<file path="src/include/clock_ctrl_pkg.sv">
// constants shared by the main clock selector and prescaler
// assumes an 8-bit register port with a 5-bit byte offset
package clock_ctrl_pkg;
	localparam logic [4:0] OFS_CTRL_A = 5'h00;
	localparam logic [4:0] OFS_CTRL_B = 5'h01;
	localparam logic [4:0] OFS_LOCK = 5'h02;
	localparam logic [4:0] OFS_STATUS = 5'h03;
	localparam logic [4:0] OFS_FAST_CTRL = 5'h10;
	localparam logic [4:0] OFS_FAST_CAL_A = 5'h11;
	localparam logic [4:0] OFS_FAST_CAL_B = 5'h12;
	localparam logic [4:0] OFS_ULP_CTRL = 5'h18;
	localparam logic [4:0] OFS_XTAL_CTRL = 5'h1C;

	localparam logic [7:0] CTRL_A_RESET = 8'h00;
	localparam logic [7:0] CTRL_B_RESET = 8'h11;
	localparam logic [7:0] STATUS_RESET = 8'h00;
	localparam logic [7:0] OSC_CTRL_RESET = 8'h00;

	localparam int SYSTEM_CLOCK_OUTPUT_ENABLE_BIT = 7;
	localparam int SEL_LSB = 0;
	localparam int PEN_BIT = 0;
	localparam int PRESCALER_DIVISION_FIELD_LSB = 1;
	localparam int SETTINGS_LOCK_BIT_BIT = 0;
	localparam int RUN_IN_STANDBY_BIT_BIT = 1;
	localparam int XTAL_ENABLE_BIT = 0;
	localparam int XTAL_SEL_BIT = 2;
	localparam int XTAL_CRYSTAL_STARTUP_TIME_LSB = 4;
	localparam int CAL_LOCK_BIT = 7;
	localparam int SWITCHING_BIT = 0;
	localparam int STABLE_LSB = 4;

	localparam logic [1:0] SRC_FAST = 2'h0;
	localparam logic [1:0] SRC_ULP = 2'h1;
	localparam logic [1:0] SRC_XTAL = 2'h2;
	localparam logic [1:0] SRC_EXT = 2'h3;

	localparam logic [2:0] UNLOCK_INSTR = 3'h4;
	localparam logic [16:0] FAST_START_EDGES = 17'h00004;
	localparam logic [16:0] ULP_START_EDGES = 17'h00004;
	localparam logic [16:0] EXT_START_EDGES = 17'h00002;
	localparam logic [16:0] XTAL_START_1K = 17'h00400;

	// half period of the peripheral clock in main clock periods
	function automatic logic [5:0] div_half(input logic [3:0] code);
		case (code)
			4'h0: div_half = 6'h01;
			4'h1: div_half = 6'h02;
			4'h2: div_half = 6'h04;
			4'h3: div_half = 6'h08;
			4'h4: div_half = 6'h10;
			4'h5: div_half = 6'h20;
			4'h8: div_half = 6'h03;
			4'h9: div_half = 6'h05;
			4'hA: div_half = 6'h06;
			4'hB: div_half = 6'h0C;
			4'hC: div_half = 6'h18;
			default: div_half = 6'h01;
		endcase
	endfunction
endpackage

</file>
<file path="src/hw/main_clock_select_prescaler.sv">
// main clock source selector, prescaler, clock output and protected registers
// assumes oscillator clocks arrive as pins much slower than core_clk_i; other inputs share core_clk_i
//
// Design decision made here: the address-and-strobe port.
`timescale 1ns/1ns
module main_clock_select_prescaler #(
	parameter logic [16:0] XTAL_START_16K = 17'h04000,
	parameter logic [16:0] XTAL_START_32K = 17'h08000,
	parameter logic [16:0] XTAL_START_64K = 17'h10000
) (
	input wire logic core_clk_i,
	input wire logic rst_i,
	input wire logic [4:0] reg_addr_i,
	input wire logic [7:0] reg_wdata_i,
	input wire logic reg_wr_i,
	input wire logic reg_rd_i,
	output logic [7:0] reg_rdata_o,
	input wire logic unlock_key_write_i,
	input wire logic instr_retire_i,
	input wire logic [3:0] osc_clk_i,
	input wire logic [3:0] periph_request_i,
	input wire logic sleep_i,
	input wire logic sysclk_in_use_i,
	input wire logic oscillator_lock_fuse_i,
	input wire logic calib_lock_fuse_i,
	input wire logic [6:0] fast_osc_frequency_trim_fuse_i,
	input wire logic [3:0] fast_osc_temperature_trim_fuse_i,
	output logic peripheral_clock_o,
	output logic clock_out_o,
	output logic [1:0] main_source_o
);
	import clock_ctrl_pkg::*;

	logic [3:0] osc_s1, osc_s2, osc_s3, osc_rise, osc_fall;
	logic [2:0] unlock_cnt;
	logic unlocked, prot_wr, fuse_loaded;
	logic settings_lock, calib_lock;
	logic system_clock_output_enable;
	logic [1:0] main_source_select, active_sel;
	logic [3:0] prescaler_division_field;
	logic prescaler_enable_bit;
	logic [6:0] fast_osc_frequency_trim;
	logic [3:0] fast_osc_temperature_trim;
	logic fast_run_in_standby_bit, ulp_run_in_standby_bit, xtal_run_in_standby_bit, xtal_enable, xtal_sel;
	logic [1:0] crystal_startup_time;
	logic [3:0] requested, run_en, stable_raw, stable_flag;
	logic [16:0] run_cnt [4];
	logic [16:0] thr [4];
	logic switching, ext_pending, switch_ready, cfg_change;
	logic [5:0] act_half, tgt_half, half_cnt;
	logic act_pen, wait_fall, mrise, mfall;
	logic [7:0] status;

	// oscillator pins through two flops, then edge detection
	always_ff @(posedge core_clk_i or posedge rst_i) begin
		if (rst_i) begin
			osc_s1 <= 4'h0;
			osc_s2 <= 4'h0;
			osc_s3 <= 4'h0;
		end else begin
			osc_s1 <= osc_clk_i;
			osc_s2 <= osc_s1;
			osc_s3 <= osc_s2;
		end
	end
	assign osc_rise = osc_s2 & ~osc_s3;
	assign osc_fall = ~osc_s2 & osc_s3;

	// unlock window counted in retired instructions
	always_ff @(posedge core_clk_i or posedge rst_i) begin
		if (rst_i) begin
			unlock_cnt <= 3'h0;
		end else if (unlock_key_write_i) begin
			unlock_cnt <= UNLOCK_INSTR;
		end else if (instr_retire_i && unlock_cnt != 3'h0) begin
			unlock_cnt <= unlock_cnt - 3'h1;
		end
	end
	assign unlocked = unlock_cnt != 3'h0;
	assign prot_wr = reg_wr_i && unlocked;

	// fuse values are taken in the first cycle after reset release
	always_ff @(posedge core_clk_i or posedge rst_i) begin
		if (rst_i) begin
			fuse_loaded <= 1'b0;
		end else begin
			fuse_loaded <= 1'b1;
		end
	end

	always_ff @(posedge core_clk_i or posedge rst_i) begin
		if (rst_i) begin
			settings_lock <= 1'b0;
		end else if (!fuse_loaded) begin
			settings_lock <= oscillator_lock_fuse_i;
		end else if (prot_wr && reg_addr_i == OFS_LOCK && !settings_lock) begin
			settings_lock <= reg_wdata_i[SETTINGS_LOCK_BIT_BIT];
		end
	end

	assign switching = main_source_select != active_sel;
	assign ext_pending = switching && main_source_select[1];

	// main control a: clock output and source select
	always_ff @(posedge core_clk_i or posedge rst_i) begin
		if (rst_i) begin
			system_clock_output_enable <= CTRL_A_RESET[SYSTEM_CLOCK_OUTPUT_ENABLE_BIT];
			main_source_select <= CTRL_A_RESET[SEL_LSB +: 2];
		end else if (prot_wr && reg_addr_i == OFS_CTRL_A && !settings_lock) begin
			system_clock_output_enable <= reg_wdata_i[SYSTEM_CLOCK_OUTPUT_ENABLE_BIT];
			if (!ext_pending) begin
				main_source_select <= reg_wdata_i[SEL_LSB +: 2];
			end
		end
	end

	// main control b: prescaler, writable at run time
	always_ff @(posedge core_clk_i or posedge rst_i) begin
		if (rst_i) begin
			prescaler_division_field <= CTRL_B_RESET[PRESCALER_DIVISION_FIELD_LSB +: 4];
			prescaler_enable_bit <= CTRL_B_RESET[PEN_BIT];
		end else if (prot_wr && reg_addr_i == OFS_CTRL_B && !settings_lock) begin
			prescaler_division_field <= reg_wdata_i[PRESCALER_DIVISION_FIELD_LSB +: 4];
			prescaler_enable_bit <= reg_wdata_i[PEN_BIT];
		end
	end

	// fast oscillator calibration, loaded from fuses
	always_ff @(posedge core_clk_i or posedge rst_i) begin
		if (rst_i) begin
			fast_osc_frequency_trim <= 7'h00;
			fast_osc_temperature_trim <= 4'h0;
			calib_lock <= 1'b0;
		end else if (!fuse_loaded) begin
			fast_osc_frequency_trim <= fast_osc_frequency_trim_fuse_i;
			fast_osc_temperature_trim <= fast_osc_temperature_trim_fuse_i;
			calib_lock <= calib_lock_fuse_i;
		end else if (prot_wr && !calib_lock && !(settings_lock && active_sel == SRC_FAST)) begin
			if (reg_addr_i == OFS_FAST_CAL_A) begin
				fast_osc_frequency_trim <= reg_wdata_i[6:0];
			end else if (reg_addr_i == OFS_FAST_CAL_B) begin
				fast_osc_temperature_trim <= reg_wdata_i[3:0];
			end
		end
	end

	// oscillator control registers
	always_ff @(posedge core_clk_i or posedge rst_i) begin
		if (rst_i) begin
			fast_run_in_standby_bit <= OSC_CTRL_RESET[RUN_IN_STANDBY_BIT_BIT];
			ulp_run_in_standby_bit <= OSC_CTRL_RESET[RUN_IN_STANDBY_BIT_BIT];
			xtal_run_in_standby_bit <= OSC_CTRL_RESET[RUN_IN_STANDBY_BIT_BIT];
			xtal_enable <= OSC_CTRL_RESET[XTAL_ENABLE_BIT];
			xtal_sel <= OSC_CTRL_RESET[XTAL_SEL_BIT];
			crystal_startup_time <= OSC_CTRL_RESET[XTAL_CRYSTAL_STARTUP_TIME_LSB +: 2];
		end else if (prot_wr) begin
			if (reg_addr_i == OFS_FAST_CTRL) begin
				fast_run_in_standby_bit <= reg_wdata_i[RUN_IN_STANDBY_BIT_BIT];
			end else if (reg_addr_i == OFS_ULP_CTRL) begin
				ulp_run_in_standby_bit <= reg_wdata_i[RUN_IN_STANDBY_BIT_BIT];
			end else if (reg_addr_i == OFS_XTAL_CTRL) begin
				xtal_run_in_standby_bit <= reg_wdata_i[RUN_IN_STANDBY_BIT_BIT];
				xtal_enable <= reg_wdata_i[XTAL_ENABLE_BIT];
				if (!xtal_enable && !stable_raw[SRC_XTAL]) begin
					xtal_sel <= reg_wdata_i[XTAL_SEL_BIT];
					crystal_startup_time <= reg_wdata_i[XTAL_CRYSTAL_STARTUP_TIME_LSB +: 2];
				end
			end
		end
	end

	// start-up edge counts per source
	always_comb begin
		thr[SRC_FAST] = FAST_START_EDGES;
		thr[SRC_ULP] = ULP_START_EDGES;
		thr[SRC_EXT] = EXT_START_EDGES;
		if (xtal_sel) begin
			thr[SRC_XTAL] = EXT_START_EDGES;
		end else begin
			case (crystal_startup_time)
				2'h0: thr[SRC_XTAL] = XTAL_START_1K;
				2'h1: thr[SRC_XTAL] = XTAL_START_16K;
				2'h2: thr[SRC_XTAL] = XTAL_START_32K;
				default: thr[SRC_XTAL] = XTAL_START_64K;
			endcase
		end
	end

	assign run_en = {1'b0, xtal_run_in_standby_bit & xtal_enable, ulp_run_in_standby_bit, fast_run_in_standby_bit}
		| (requested & {1'b1, xtal_enable, 2'b11});

	for (genvar k = 0; k < 4; k++) begin : g_src
		assign requested[k] = active_sel == 2'(k) || main_source_select == 2'(k) || periph_request_i[k];
		assign stable_raw[k] = run_cnt[k] >= thr[k];
		assign stable_flag[k] = stable_raw[k] && requested[k] && run_en[k];
		always_ff @(posedge core_clk_i or posedge rst_i) begin
			if (rst_i) begin
				run_cnt[k] <= 17'h00000;
			end else if (!run_en[k]) begin
				run_cnt[k] <= 17'h00000;
			end else if (osc_rise[k] && !stable_raw[k]) begin
				run_cnt[k] <= run_cnt[k] + 17'h00001;
			end
		end
	end

	// status: source flags high nibble, switch pending in bit 0
	assign status = {stable_flag[SRC_EXT], stable_flag[SRC_XTAL], stable_flag[SRC_ULP],
		stable_flag[SRC_FAST], 3'h0, switching};

	// peripheral clock generation; changes land only where a rise was due
	assign tgt_half = div_half(prescaler_division_field);
	assign switch_ready = switching && stable_raw[main_source_select];
	assign cfg_change = switch_ready || tgt_half != act_half || prescaler_enable_bit != act_pen;
	assign mrise = osc_rise[active_sel];
	assign mfall = osc_fall[active_sel];

	always_ff @(posedge core_clk_i or posedge rst_i) begin
		if (rst_i) begin
			active_sel <= SRC_FAST;
			act_half <= div_half(CTRL_B_RESET[PRESCALER_DIVISION_FIELD_LSB +: 4]);
			act_pen <= CTRL_B_RESET[PEN_BIT];
			half_cnt <= 6'h00;
			wait_fall <= 1'b1;
			peripheral_clock_o <= 1'b0;
		end else if (wait_fall) begin
			half_cnt <= 6'h00;
			if (mfall) begin
				wait_fall <= 1'b0;
			end
		end else if (act_pen) begin
			if (mrise) begin
				if (half_cnt == act_half - 6'h01) begin
					half_cnt <= 6'h00;
					if (!peripheral_clock_o && cfg_change) begin
						active_sel <= switch_ready ? main_source_select : active_sel;
						act_half <= tgt_half;
						act_pen <= prescaler_enable_bit;
						wait_fall <= 1'b1;
					end else begin
						peripheral_clock_o <= ~peripheral_clock_o;
					end
				end else begin
					half_cnt <= half_cnt + 6'h01;
				end
			end
		end else if (mrise) begin
			if (cfg_change) begin
				active_sel <= switch_ready ? main_source_select : active_sel;
				act_half <= tgt_half;
				act_pen <= prescaler_enable_bit;
				wait_fall <= 1'b1;
			end else begin
				peripheral_clock_o <= 1'b1;
			end
		end else if (mfall) begin
			peripheral_clock_o <= 1'b0;
		end
	end
	assign main_source_o = active_sel;

	// system clock onto the output pin
	always_ff @(posedge core_clk_i or posedge rst_i) begin
		if (rst_i) begin
			clock_out_o <= 1'b0;
		end else begin
			clock_out_o <= system_clock_output_enable && (!sleep_i || sysclk_in_use_i)
				&& osc_s2[active_sel];
		end
	end

	// register read port, data in the following cycle only
	always_ff @(posedge core_clk_i or posedge rst_i) begin
		if (rst_i) begin
			reg_rdata_o <= 8'h00;
		end else if (!reg_rd_i) begin
			reg_rdata_o <= 8'h00;
		end else if (reg_addr_i == OFS_CTRL_A) begin
			reg_rdata_o <= {system_clock_output_enable, 5'h00, main_source_select};
		end else if (reg_addr_i == OFS_CTRL_B) begin
			reg_rdata_o <= {3'h0, prescaler_division_field, prescaler_enable_bit};
		end else if (reg_addr_i == OFS_LOCK) begin
			reg_rdata_o <= {7'h00, settings_lock};
		end else if (reg_addr_i == OFS_STATUS) begin
			reg_rdata_o <= status;
		end else if (reg_addr_i == OFS_FAST_CTRL) begin
			reg_rdata_o <= {6'h00, fast_run_in_standby_bit, 1'b0};
		end else if (reg_addr_i == OFS_FAST_CAL_A) begin
			reg_rdata_o <= {1'b0, fast_osc_frequency_trim};
		end else if (reg_addr_i == OFS_FAST_CAL_B) begin
			reg_rdata_o <= {calib_lock, 3'h0, fast_osc_temperature_trim};
		end else if (reg_addr_i == OFS_ULP_CTRL) begin
			reg_rdata_o <= {6'h00, ulp_run_in_standby_bit, 1'b0};
		end else if (reg_addr_i == OFS_XTAL_CTRL) begin
			reg_rdata_o <= {2'h0, crystal_startup_time, 1'b0, xtal_sel, xtal_run_in_standby_bit, xtal_enable};
		end else begin
			reg_rdata_o <= 8'h00;
		end
	end

	property p_window_closes;
		@(posedge core_clk_i) disable iff (rst_i)
		unlock_key_write_i ##1 (!unlock_key_write_i && instr_retire_i) [*4] |=> !unlocked;
	endproperty
	a_window_closes: assert property (p_window_closes) else $error("unlock window outlived four instructions");

	property p_unprotected_ignored;
		@(posedge core_clk_i) disable iff (rst_i)
		reg_wr_i && !unlocked && reg_addr_i == OFS_CTRL_B
		|=> {prescaler_division_field, prescaler_enable_bit} == $past({prescaler_division_field, prescaler_enable_bit});
	endproperty
	a_unprotected_ignored: assert property (p_unprotected_ignored) else $error("unprotected write changed control b");

	property p_system_clock_output_enable_gate;
		@(posedge core_clk_i) disable iff (rst_i)
		clock_out_o |-> $past(system_clock_output_enable && (!sleep_i || sysclk_in_use_i));
	endproperty
	a_system_clock_output_enable_gate: assert property (p_system_clock_output_enable_gate) else $error("clock output while disabled or asleep");

	property p_undivided_follows;
		@(posedge core_clk_i) disable iff (rst_i)
		!act_pen && !wait_fall && mrise && !cfg_change |=> peripheral_clock_o ##1 peripheral_clock_o;
	endproperty
	a_undivided_follows: assert property (p_undivided_follows) else $error("undivided clock did not rise");

	property p_lock_freezes;
		@(posedge core_clk_i) disable iff (rst_i)
		fuse_loaded && settings_lock && reg_wr_i && reg_addr_i == OFS_CTRL_A
		|=> main_source_select == $past(main_source_select) && settings_lock;
	endproperty
	a_lock_freezes: assert property (p_lock_freezes) else $error("locked control a changed");

	property p_fuse_load;
		@(posedge core_clk_i) disable iff (rst_i)
		!fuse_loaded |=> settings_lock == $past(oscillator_lock_fuse_i);
	endproperty
	a_fuse_load: assert property (p_fuse_load) else $error("lock bit not taken from fuse");

	property p_status_unrequested;
		@(posedge core_clk_i) disable iff (rst_i)
		reg_rd_i && reg_addr_i == OFS_STATUS && !requested[SRC_XTAL] |=> !reg_rdata_o[STABLE_LSB + 2];
	endproperty
	a_status_unrequested: assert property (p_status_unrequested) else $error("unrequested crystal read stable");

	property p_switch_waits;
		@(posedge core_clk_i) disable iff (rst_i)
		switching && !stable_raw[main_source_select] |=> active_sel == $past(active_sel);
	endproperty
	a_switch_waits: assert property (p_switch_waits) else $error("switch before new source stable");

	property p_after_reset;
		@(posedge core_clk_i) disable iff (rst_i)
		!fuse_loaded |-> active_sel == SRC_FAST && act_half == 6'h03 && act_pen;
	endproperty
	a_after_reset: assert property (p_after_reset) else $error("reset clock setting wrong");

	property p_ext_blocks;
		@(posedge core_clk_i) disable iff (rst_i)
		ext_pending && reg_wr_i && reg_addr_i == OFS_CTRL_A |=> main_source_select == $past(main_source_select);
	endproperty
	a_ext_blocks: assert property (p_ext_blocks) else $error("source changed during external switch");

	property p_cal_locked;
		@(posedge core_clk_i) disable iff (rst_i)
		fuse_loaded && settings_lock && active_sel == SRC_FAST && reg_wr_i && reg_addr_i == OFS_FAST_CAL_A
		|=> fast_osc_frequency_trim == $past(fast_osc_frequency_trim);
	endproperty
	a_cal_locked: assert property (p_cal_locked) else $error("locked calibration changed");
endmodule

</file>
<file path="config.mk">
export PLATFORM = sky130hd
export DESIGN_NAME = main_clock_select_prescaler
export DESIGN_NICKNAME = d
export VERILOG_FILES = /design/src/include/clock_ctrl_pkg.sv /design/src/hw/main_clock_select_prescaler.sv
export SDC_FILE = /design/constraint.sdc
export NUM_CORES = 1
export LEC_CHECK = 0
export BUFFER_PORTS_ARGS = -buffer_cell sky130_fd_sc_hd__buf_2
export CAP_MARGIN = 10
export CORE_MARGIN = 1.5
export CORE_UTILIZATION = 60
export CTS_CLUSTER_SIZE = 16
export DETAILED_ROUTE_END_ITERATION = 10
export PLACE_DENSITY = 0.8
export SYNTH_ARGS = -nofsm -noshare
export SYNTH_HDL_FRONTEND = slang
export SYNTH_SLANG_ARGS = --single-unit
</file>
<file path="constraint.sdc">
create_clock -name core_clk_i -period 4.45 [get_ports core_clk_i]
set_input_delay 0.2225 -clock core_clk_i [delete_from_list [all_inputs] [get_ports core_clk_i]]
set_output_delay 0.2225 -clock core_clk_i [all_outputs]
set_load 0.02 [all_outputs]
</file>
### Yosys cells after proc, flatten, opt, wreduce, memory -nomap -nowiden

Memories as Yosys holds them, arrays and structs flattened.
Cells that the tools add are included.

| cells by class | value |
|---|---|
| add/sub/neg operators | 7 |
| $mul | 0 |
| divide/modulo/power cells | 0 |
| magnitude comparators | 6 |
| eq/ne operators | 34 |
| shift operators | 0 |
| mux-type cells | 77 |
| bitwise gates (word level) | 12 |
| reduce and logical (&&, ||, !) cells | 70 |

Operators with widths:

| operator | count |
|---|---|
| $mux 17 | 9 |
| $mux 6 | 12 |
| $add 17x1->17 const B | 4 |
| $mux 8 | 8 |
| $pmux 17 s3 | 1 |
| $ge 17x3->1 const B | 2 |
| $logic_and 1x1->1 | 29 |
| $mux 1 | 27 |
| $eq 5x5->1 const B | 5 |
| $ne 2x1->1 const B | 11 |
| $mux 7 | 3 |
| $ge 17x17->1 | 1 |
| $ge 17x2->1 const B | 1 |
| $mux 4 | 4 |
| $mux 2 | 7 |
| $and 4x4->4 | 3 |
| $logic_or 1x1->1 | 11 |
| $eq 2x2->1 const B | 5 |
| $eq 5x2->1 const B | 2 |
| $logic_not 1->1 | 10 |
| $reduce_and 5->1 | 2 |
| $reduce_bool 2->1 | 5 |
| $bmux 1 s2 | 4 |
| $not 4->4 | 2 |
| 23 further kinds | 38 |

| word-level totals | value |
|---|---|
| register bits | 138 |
| bits in latches | 0 |
| bits in writable memories | 0 |
| memory bits (read-only) | 96 |
| word-level logic and storage cells | 238 |
| memories kept | 1 |

Memory list:

| memory | words | bits a word | read ports | clocked after Yosys merged registers in | wr ports | line | text |
|---|---|---|---|---|---|---|---|
| (name not given) | 16 | 6 | 1 | 0 | 0 | clock_ctrl_pkg.sv:45 | `case (code)` |

### Logic depth before layout (Yosys ltp)

Gate-level depths: netlist of the first run.

| depth | value |
|---|---|
| word-level depth | 15 |
| gate-level depth with buffers | 11 |
| depth with buffers taken out | 10 |

### Worst setup path after synthesis of the first run

OpenSTA, ideal clock, no wires.

| timing | value |
|---|---|
| path kind | register to register |
| from | register xtal_sel |
| to | register act_half[3] |
| setup time | 0.125 ns |
| arrival | 2.549 ns |
| path slack | 1.776 ns |
| cell stages (with the launch flop) | 10 |
| clock period less this slack | 2.674 ns |
| cell sequence | dfrtp_1 -> or3b_2 -> ha_1 -> nand3_1 -> nor4_1 -> a31oi_1 -> nand3b_4 -> a211oi_4 -> nor2_4 -> mux2_4 |

| between the ends | value |
|---|---|
| cells in the longest elaborated chain, start to end | 10 |

RTL lines:

| what | line | text |
|---|---|---|
| from (decl) | main_clock_select_prescaler.sv:44 | `logic fast_run_in_standby_bit, ulp_run_in_standby_bit, xtal_run_in_standby_bit, xtal_enable, xtal_sel;` |
| from (signal assigned) | main_clock_select_prescaler.sv:154 | `xtal_sel <= OSC_CTRL_RESET[XTAL_SEL_BIT];` |
| from (signal assigned) | main_clock_select_prescaler.sv:165 | `xtal_sel <= reg_wdata_i[XTAL_SEL_BIT];` |
| $mux 17 * | main_clock_select_prescaler.sv:177 | `if (xtal_sel) begin` |
| $ge 17x17->1 * | main_clock_select_prescaler.sv:194 | `assign stable_raw[k] = run_cnt[k] >= thr[k];` |
| $bmux 1 s2 * | main_clock_select_prescaler.sv:213 | `assign switch_ready = switching && stable_raw[main_source_select];` |
| $mux 1 (implied by the code) * | main_clock_select_prescaler.sv:213 |  |
| $logic_and 1x1->1 * | main_clock_select_prescaler.sv:213 |  |
| $logic_or 1x1->1 * (2 in a row) | main_clock_select_prescaler.sv:214 | `assign cfg_change = switch_ready \|\| tgt_half != act_half \|\| prescaler_enable_bit != act_pen;` |
| $logic_and 1x1->1 | main_clock_select_prescaler.sv:235 | `if (!peripheral_clock_o && cfg_change) begin` |
| $ne 2x1->1 (no line) | - |  |
| $reduce_and 5->1 (no line) * | - |  |
| to (signal assigned) | main_clock_select_prescaler.sv:221 | `act_half <= div_half(CTRL_B_RESET[PRESCALER_DIVISION_FIELD_LSB +: 4]);` |
| to (signal assigned) | main_clock_select_prescaler.sv:237 | `act_half <= tgt_half;` |
| to (signal assigned) | main_clock_select_prescaler.sv:250 | `act_half <= tgt_half;` |
| to (decl) | main_clock_select_prescaler.sv:50 | `logic [5:0] act_half, tgt_half, half_cnt;` |

Every way passes the cells marked *; elsewhere a longest branch is shown, timed or not. The select of a mux whose other input is x is not followed.
A chain may end at the register's enable or synchronous reset.

### Worst setup path in the final report of the first run

| timing | value |
|---|---|
| from | register xtal_sel |
| to | register act_half[4] |

The elaborated chain is that of the path after synthesis.

==> flow_metrics.env, run 1 <==
export IMPL_final_number_of_max_transition_violations=0
export IMPL_synthTopCellsByArea="dfrtp_1, nor2b_1, nor2_1, mux2_2, ha_1"
export IMPL_max_clock_freq_mhz=333
export IMPL_seq_area_frac_synth_pct=51.2
export IMPL_place_hpwl_um=10400
export IMPL_slew_headroom_pct=41.6
export IMPL_cts_sink_count=138
export IMPL_dieWidth_um=109
export IMPL_final_net_count=783
export IMPL_grt_max_degree=100
export IMPL_total_negative_slack_ns=0
export IMPL_postSynth_asyncResetShare_pct=100
export IMPL_maxCapViolCount=0
export IMPL_post_cts_resize_count=0
export IMPL_design_power_mw=3.84
export IMPL_timing_hold_worst_path_depth=3
export IMPL_synth_edf_count=0
export IMPL_min_delay_worst_endpoint="clock_out_o"
export IMPL_synthFlopType="dfrtp_1"
export IMPL_clock_path_buffers=2
export IMPL_vdd_ir_drop_max_v=0.000358
export IMPL_layout_cells_non_filler=878
export IMPL_fill_cells=768
export IMPL_synth_top_area_cell="dfrtp_1"
export IMPL_clock_tree_htree_level_count=4
export IMPL_layout_drive_gt1_share_pct=17.9
export IMPL_postRouteWirelength_um=15600
export IMPL_routed_via_count=5204
export IMPL_run_status="complete, no violations"
export IMPL_ys_warn_count=0
export IMPL_number_of_buffers_added_by_the_clock_tree_synthesis_step=17
export IMPL_initial_core_util_pct=62.0
export IMPL_dp_cell_count=820
export IMPL_worstSkewPairLatency_ns=0.54
export IMPL_unrepaired_setup_endpoints_after_global_routing="false"
export IMPL_tightestPinTransition_ns=0.876
export IMPL_critical_path_reg2reg_endpoint="act_half[4]"
export IMPL_final_min_period_ns=3.00
export IMPL_post_route_period_util_pct=67.5
export IMPL_ant_nets=0
export IMPL_cp_end_kind="register"
export IMPL_layout_cell_area_non_filler_um2=7980
export IMPL_post_route_drc_count=0
export IMPL_worst_clock_skew_ns=0.00929
export IMPL_tritonroute_pass_1_iters=5
export IMPL_hold_path_class="input pin to register"
export IMPL_finalHoldWorstSlack_ns=0.0333
export IMPL_mappedNetlistArea_um2=6760
export IMPL_avgSynthCellArea_um2=10.4
export IMPL_data_required_time_of_the_critical_path_ns=4.87
export IMPL_mostFrequentLayoutCell="dfrtp_1"
export IMPL_detail_route_wl_per_cell_um=17.7
export IMPL_viasPerCell=5.93
export IMPL_rows=38
export IMPL_cp_top_family="simple AND/OR/NAND/NOR gates"
export IMPL_clk_pin_slew_ns=0.07
export IMPL_tritoncts="yes"
export IMPL_library_cell_contributing_the_largest_single_delay_on_the_critical_path="or3b_2"
export IMPL_finalSetupViolCount=0
export IMPL_depth_of_the_worst_register_to_register_path=9
export IMPL_postLayoutSetupSlackWorst_ns=1.45
export IMPL_die_outline_area_um2=11900
export IMPL_yosysTopAreaCellShare_pct=48.9
export IMPL_flow_area_growth_from_synthesis_pct=18.2
export IMPL_detailed_place_area_um2=7140
export IMPL_postSynthCellCount=649
export IMPL_final_hold_viol_count=0
export IMPL_layout_common_cells="dfrtp_1, nor2_1, buf_2"
export IMPL_r2r_slack_ns=1.45
export IMPL_power_per_cell_area_nw_per_um2=481
export IMPL_clk_root_buffer_cell="clkbuf_8"
export IMPL_io_pins=54
export IMPL_n_antenna_cell=0
export IMPL_critPathBufInv=0
export IMPL_critPathMaxFanout=7
export IMPL_dp_worst_setup_slack_ns=1.48
export IMPL_buffers_inserted_during_post_cts_setup_optimization=0
export IMPL_start_kind="register"
export IMPL_critical_path_class="register to register"
export IMPL_total_congestion_overflow=0
export IMPL_die_height_um=109
export IMPL_min_from="sleep_i"
export IMPL_worst_ep_arrival_time_ns=3.43
export IMPL_drt_iter0_markers=286
export IMPL_number_of_port_buffers=53
export IMPL_r2r_start="xtal_sel"
export IMPL_core_um2=10900
export IMPL_postLayoutCoreUtil_pct=73.3
export IMPL_grt_pass1_vias=5117
export IMPL_cellLeakagePower_nw=3.73
export IMPL_syn_nets=707
export IMPL_yosys_cell_types_count=62
export IMPL_worstPathCellList="or3b_2 -> ha_1 -> nand3_1 -> nor4_1 -> a31oi_1 -> nand3b_4 -> a211oi_4 -> nor2_4 -> mux2_4"
export IMPL_cp_slowest_stage_delay_ns=0.50
export IMPL_grt_antenna_before_repair=0
export IMPL_synth_seq_cells=138
export IMPL_grt_pass1_wl_um=25400
export IMPL_grt_total_usage_pct=28.8
export IMPL_gp_congestion=0.927
==> registers in the layout, indices dropped and copies added, names as in the netlist, 3 cells and up <==
register and flops:
reg_rdata_o 8, act_half 6, osc_s1 4, half_cnt 6, fast_osc_frequency_trim 7, prescaler_division_field 4, run_cnt 68, osc_s3 4
unlock_cnt 3, fast_osc_temperature_trim 4, osc_s2 4
==> worst max-delay path by stage <==
stage             start     endpoint  cells after the start
6_report       xtal_sel  act_half[4]                      9
3_5_place_dp   xtal_sel  run_cnt[30]                      8
2_1_floorplan     rst_i  act_half[2]                      1
5_1_grt        xtal_sel  run_cnt[28]                      8
3_3_place_gp   xtal_sel  act_half[4]                      9
4_1_cts        xtal_sel  act_half[4]                      9
==> worst reg2reg max path, stage by stage, from the launching register on <==
cell      delay [ns]
dfrtp_1         0.45
or3b_2          0.50
ha_1            0.31
nand3_1         0.14
nor4_1          0.09
a31oi_1         0.41
nand3b_4        0.13
a211oi_4        0.45
nor2_4          0.10
mux2_4          0.31
==> Yosys cell counts (3+ instances only) <==
master	instances
a211oi_1	3
a21o_1	3
a21oi_1	39
a221oi_1	7
a22o_1	5
a311oi_1	3
a31oi_1	5
and3_1	7
clkbuf_1	23
dfrtp_1	132
dfstp_2	6
ha_1	16
inv_1	23
mux2_2	18
mux2_4	4
mux2i_1	20
nand2_1	37
nand2b_1	13
nand3_1	16
nand3b_1	7
nand4_1	5
nor2_1	69
nor2b_1	52
nor3_1	20
nor3b_1	3
nor4_1	14
o21ai_0	19
or3_1	5
or4_1	3
xnor2_1	22
xor2_1	9
==> where the power goes <==
group / internal [mW] / switching, mW / total (mW)
sequential: 1.38 / 0.185 / 1.57
combinational: 0.393 / 0.496 / 0.889
clock: 0.810 / 0.568 / 1.38
total: 2.59 / 1.25 / 3.84
==> area by class of cell <==
cell class              instances  area [µm²]  share of cell area [%]
inverters                      23        91.3                    1.14
well taps                     140         175                    2.19
clock buffers                  18         418                    5.24
flip-flops and latches        138        3460                    43.4
clock inverters                14         161                    2.02
multi-input cells             462        3120                    39.1
repair buffers                 83         553                    6.93
==> metal layers <==
layer | up-vias | share of wire, % | track usage (%) | wire [µm]
met5 | - | 0 | 0 | 0
met4 | 0 | 3.7 | 14.7 | 583
met3 | 44 | 5.0 | 8.49 | 776
met2 | 173 | 48 | 44.8 | 7520
met1 | 2549 | 43 | 36.7 | 6690
li1 | 2438 | - | - | -
==> kinds of logic (layout without fill, tap and decap cells) <==
kind of cell               Yosys count  count (layout)  share of synthesized area (%)
DFF                                138             138                           51.2
and+or+nand+nor                    264             264                           20.8
other                                1               1                         0.0555
muxes                               44              44                           7.52
adders and majority gates           16              16                           2.96
buffers and inverters               49             138                           2.74
xor gates and xnor gates            31              31                           4.02
AOI/OAI and AO/OA                  106             106                           10.7
==> repair_timing <==
item / in CTS / in global routing
setup endpoints to repair: 0 / 0
endpoints found under the hold margin: 121 / 0
hold buffers: 25 / 0
Power figures use the tool's default switching activity.
==> run 2, diff against run 1 <==
==> constraint.sdc (replaced) <==
create_clock -name core_clk_i -period 2.9 [get_ports core_clk_i]
set_input_delay 0.145 -clock core_clk_i [delete_from_list [all_inputs] [get_ports core_clk_i]]
set_output_delay 0.145 -clock core_clk_i [all_outputs]
set_load 0.02 [all_outputs]
==> run 2 against run 1 <==
  * Maximum frequency increased by 8.5%
  * Cell count increased by 2.4%
  * First-iteration DRC count grew 14%
  * Worst hold slack lost 0.0046 ns
  * Non-clock buffer count increased by 21
  * Sequential power grew 52%
  * Setup slack got worse by 1.3 ns
  * Register-to-register slack worse by 1.3 ns
  * Clock power is 49% higher
  * Global-route usage is 0.27 points higher
  * Critical endpoint is now reg_rdata_o[6]
  * Largest cell class unchanged
  * Highest routed layer unchanged
==> flow_metrics.env, run 2 (same netlist as run 1, synthesis figures left out) <==
export IMPL_grt_pass1_vias=5309
export IMPL_initial_core_util_pct=62.0
export IMPL_n_antenna_cell=0
export IMPL_gp_congestion=0.884
export IMPL_multiInputGateArea_um2=3150
export IMPL_ant_nets=0
export IMPL_start_kind="register"
export IMPL_largest_regs="run_cnt: 68 flops, reg_rdata_o: 8 flops, fast_osc_frequency_trim: 7 flops"
export IMPL_run_status="complete, no violations"
export IMPL_clk_pin_slew_ns=0.06
export IMPL_largest_register="run_cnt"
export IMPL_tightestPinTransition_ns=0.779
export IMPL_final_number_of_max_transition_violations=0
export IMPL_final_hold_viol_count=0
export IMPL_dp_cell_count=829
export IMPL_ff_latch_area_um2=3460
export IMPL_post_route_drc_count=0
export IMPL_fill_cells=714
export IMPL_comb_power_share_pct=24.9
export IMPL_grt_antenna_before_repair=0
export IMPL_grt_total_usage_pct=29.1
export IMPL_detail_route_wl_per_cell_um=17.5
export IMPL_postRouteWirelength_um=15700
export IMPL_postLayoutCoreUtil_pct=75.3
export IMPL_cp_end_kind="register"
export IMPL_vdd_ir_drop_max_v=0.000719
export IMPL_max_clock_freq_mhz=362
export IMPL_critical_path_class="register to register"
export IMPL_hold_path_class="input pin to register"
export IMPL_finalSetupViolCount=0
export IMPL_cellLeakagePower_nw=3.84
export IMPL_clk_root_buffer_cell="clkbuf_8"
export IMPL_final_min_period_ns=2.77
export IMPL_power_per_cell_area_nw_per_um2=722
export IMPL_internal_power_mw=3.91
export IMPL_worst_clock_skew_ns=0.00821
export IMPL_p_sw_mw=2.01
export IMPL_number_of_flip_flops_in_the_largest_register=68
export IMPL_post_route_period_util_pct=95.4
export IMPL_layout_drive_gt1_share_pct=19.5
export IMPL_drt_iter0_markers=326
export IMPL_cts_sink_count=138
export IMPL_dieWidth_um=109
export IMPL_clock_path_buffers=2
export IMPL_net_switching_share_of_the_total_power_pct=34.0
export IMPL_tritonroute_pass_1_iters=5
export IMPL_total_negative_slack_ns=0
export IMPL_grt_pass1_wl_um=26100
export IMPL_layout_cells_non_filler=899
export IMPL_routed_via_count=5262
export IMPL_io_pins=54
export IMPL_worstSkewPairLatency_ns=0.54
export IMPL_number_of_port_buffers=53
export IMPL_pwr_share_clk_pct=34.7
export IMPL_sequentialPowerShare_pct=40.5
export IMPL_critPathMaxFanout=7
export IMPL_worst_ep_arrival_time_ns=3.17
export IMPL_maxCapViolCount=0
export IMPL_layout_common_cells="dfrtp_1, nor2_1, buf_2"
export IMPL_total_congestion_overflow=0
export IMPL_final_net_count=804
export IMPL_data_required_time_of_the_critical_path_ns=3.30
export IMPL_grt_max_degree=80
export IMPL_die_height_um=109
export IMPL_die_outline_area_um2=11900
export IMPL_slew_headroom_pct=48.1
export IMPL_tritoncts="yes"
export IMPL_clock_tree_htree_level_count=4
export IMPL_number_of_buffers_added_by_the_clock_tree_synthesis_step=17
export IMPL_rows=38
export IMPL_core_um2=10900
export IMPL_viasPerCell=5.85
export IMPL_flow_area_growth_from_synthesis_pct=21.3
export IMPL_mostFrequentLayoutCell="dfrtp_1"
export IMPL_place_hpwl_um=10500
## run 2: metal layers
metal  wire length, µm  vias up  track usage [%]
met5                 0        -                0
met4               412        0             11.9
met3               832       36             7.77
met2              7830      154             47.0
met1              6630     2582             37.2
li1                  -     2490                -
## run 2: power by group through the flow
stage	clock network (mW)	registers, mW	logic, mW
after floorplan	0	2.31	1.08
after global placement	0	2.40	1.33
after detailed placement	0	2.42	1.40
after CTS	2.09	2.39	1.46
after global routing	2.18	2.43	1.63
final	2.05	2.39	1.47
## run 2: repair_timing
item | 4_1_cts | 5_1_grt
hold buffers | 36 | 0
hold endpoints to repair | 68 | 0
setup endpoints to repair | 0 | 17
resized for setup | 0 | 7
setup buffers | 0 | 2
## run 2: worst max-delay path, cell delays in order, from the launching register on
cell	delay [ns]
dfrtp_1	0.44
or3b_2	0.49
ha_1	0.30
nand3_1	0.13
nor4_2	0.35
a31oi_2	0.18
buf_4	0.17
nand2_1	0.09
a31oi_1	0.09
a2111oi_1	0.40
## run 2: through the flow
| step | hold WS (ns) | total power [mW] | cell area [µm²] | setup WS (ns) |
|---|---|---|---|---|
| floorplan | 0.176 | 3.39 | 6760 | 0.226 |
| global placement | 0.210 | 3.73 | 7220 | 0.184 |
| detailed placement | 0.226 | 3.82 | 7220 | 0.0500 |
| CTS | 0.00255 | 5.93 | 8150 | 0.0538 |
| global route | 0.0135 | 6.25 | 8190 | -0.0152 |
| finish | 0.0287 | 5.92 | 8190 | 0.134 |
## run 2: final cells by class
type	instances	area share, %
Clock buffer	17	5.05
Clock inverter	15	1.83
Inverter	23	1.10
Multi-Input combinational cell	462	38.5
Sequential cell	138	42.2
Tap cell	140	2.14
Timing Repair Buffer	104	9.16
## run 2: path summary, 6_finish.rpt
path | startpoint | to | slack (ns) | depth (start not counted)
max reg2reg | xtal_sel | reg_rdata_o[6] | 0.13 | 9
max | xtal_sel | reg_rdata_o[6] | 0.13 | 9
max in group asynchronous | rst_i | settings_lock | 1.88 | 4
min in group asynchronous | rst_i | run_cnt[9] | 0.20 | 3
min | reg_addr_i[3] | ulp_run_in_standby_bit | 0.03 | 3
min reg2reg | osc_s1[3] | osc_s2[3] | 0.35 | 0
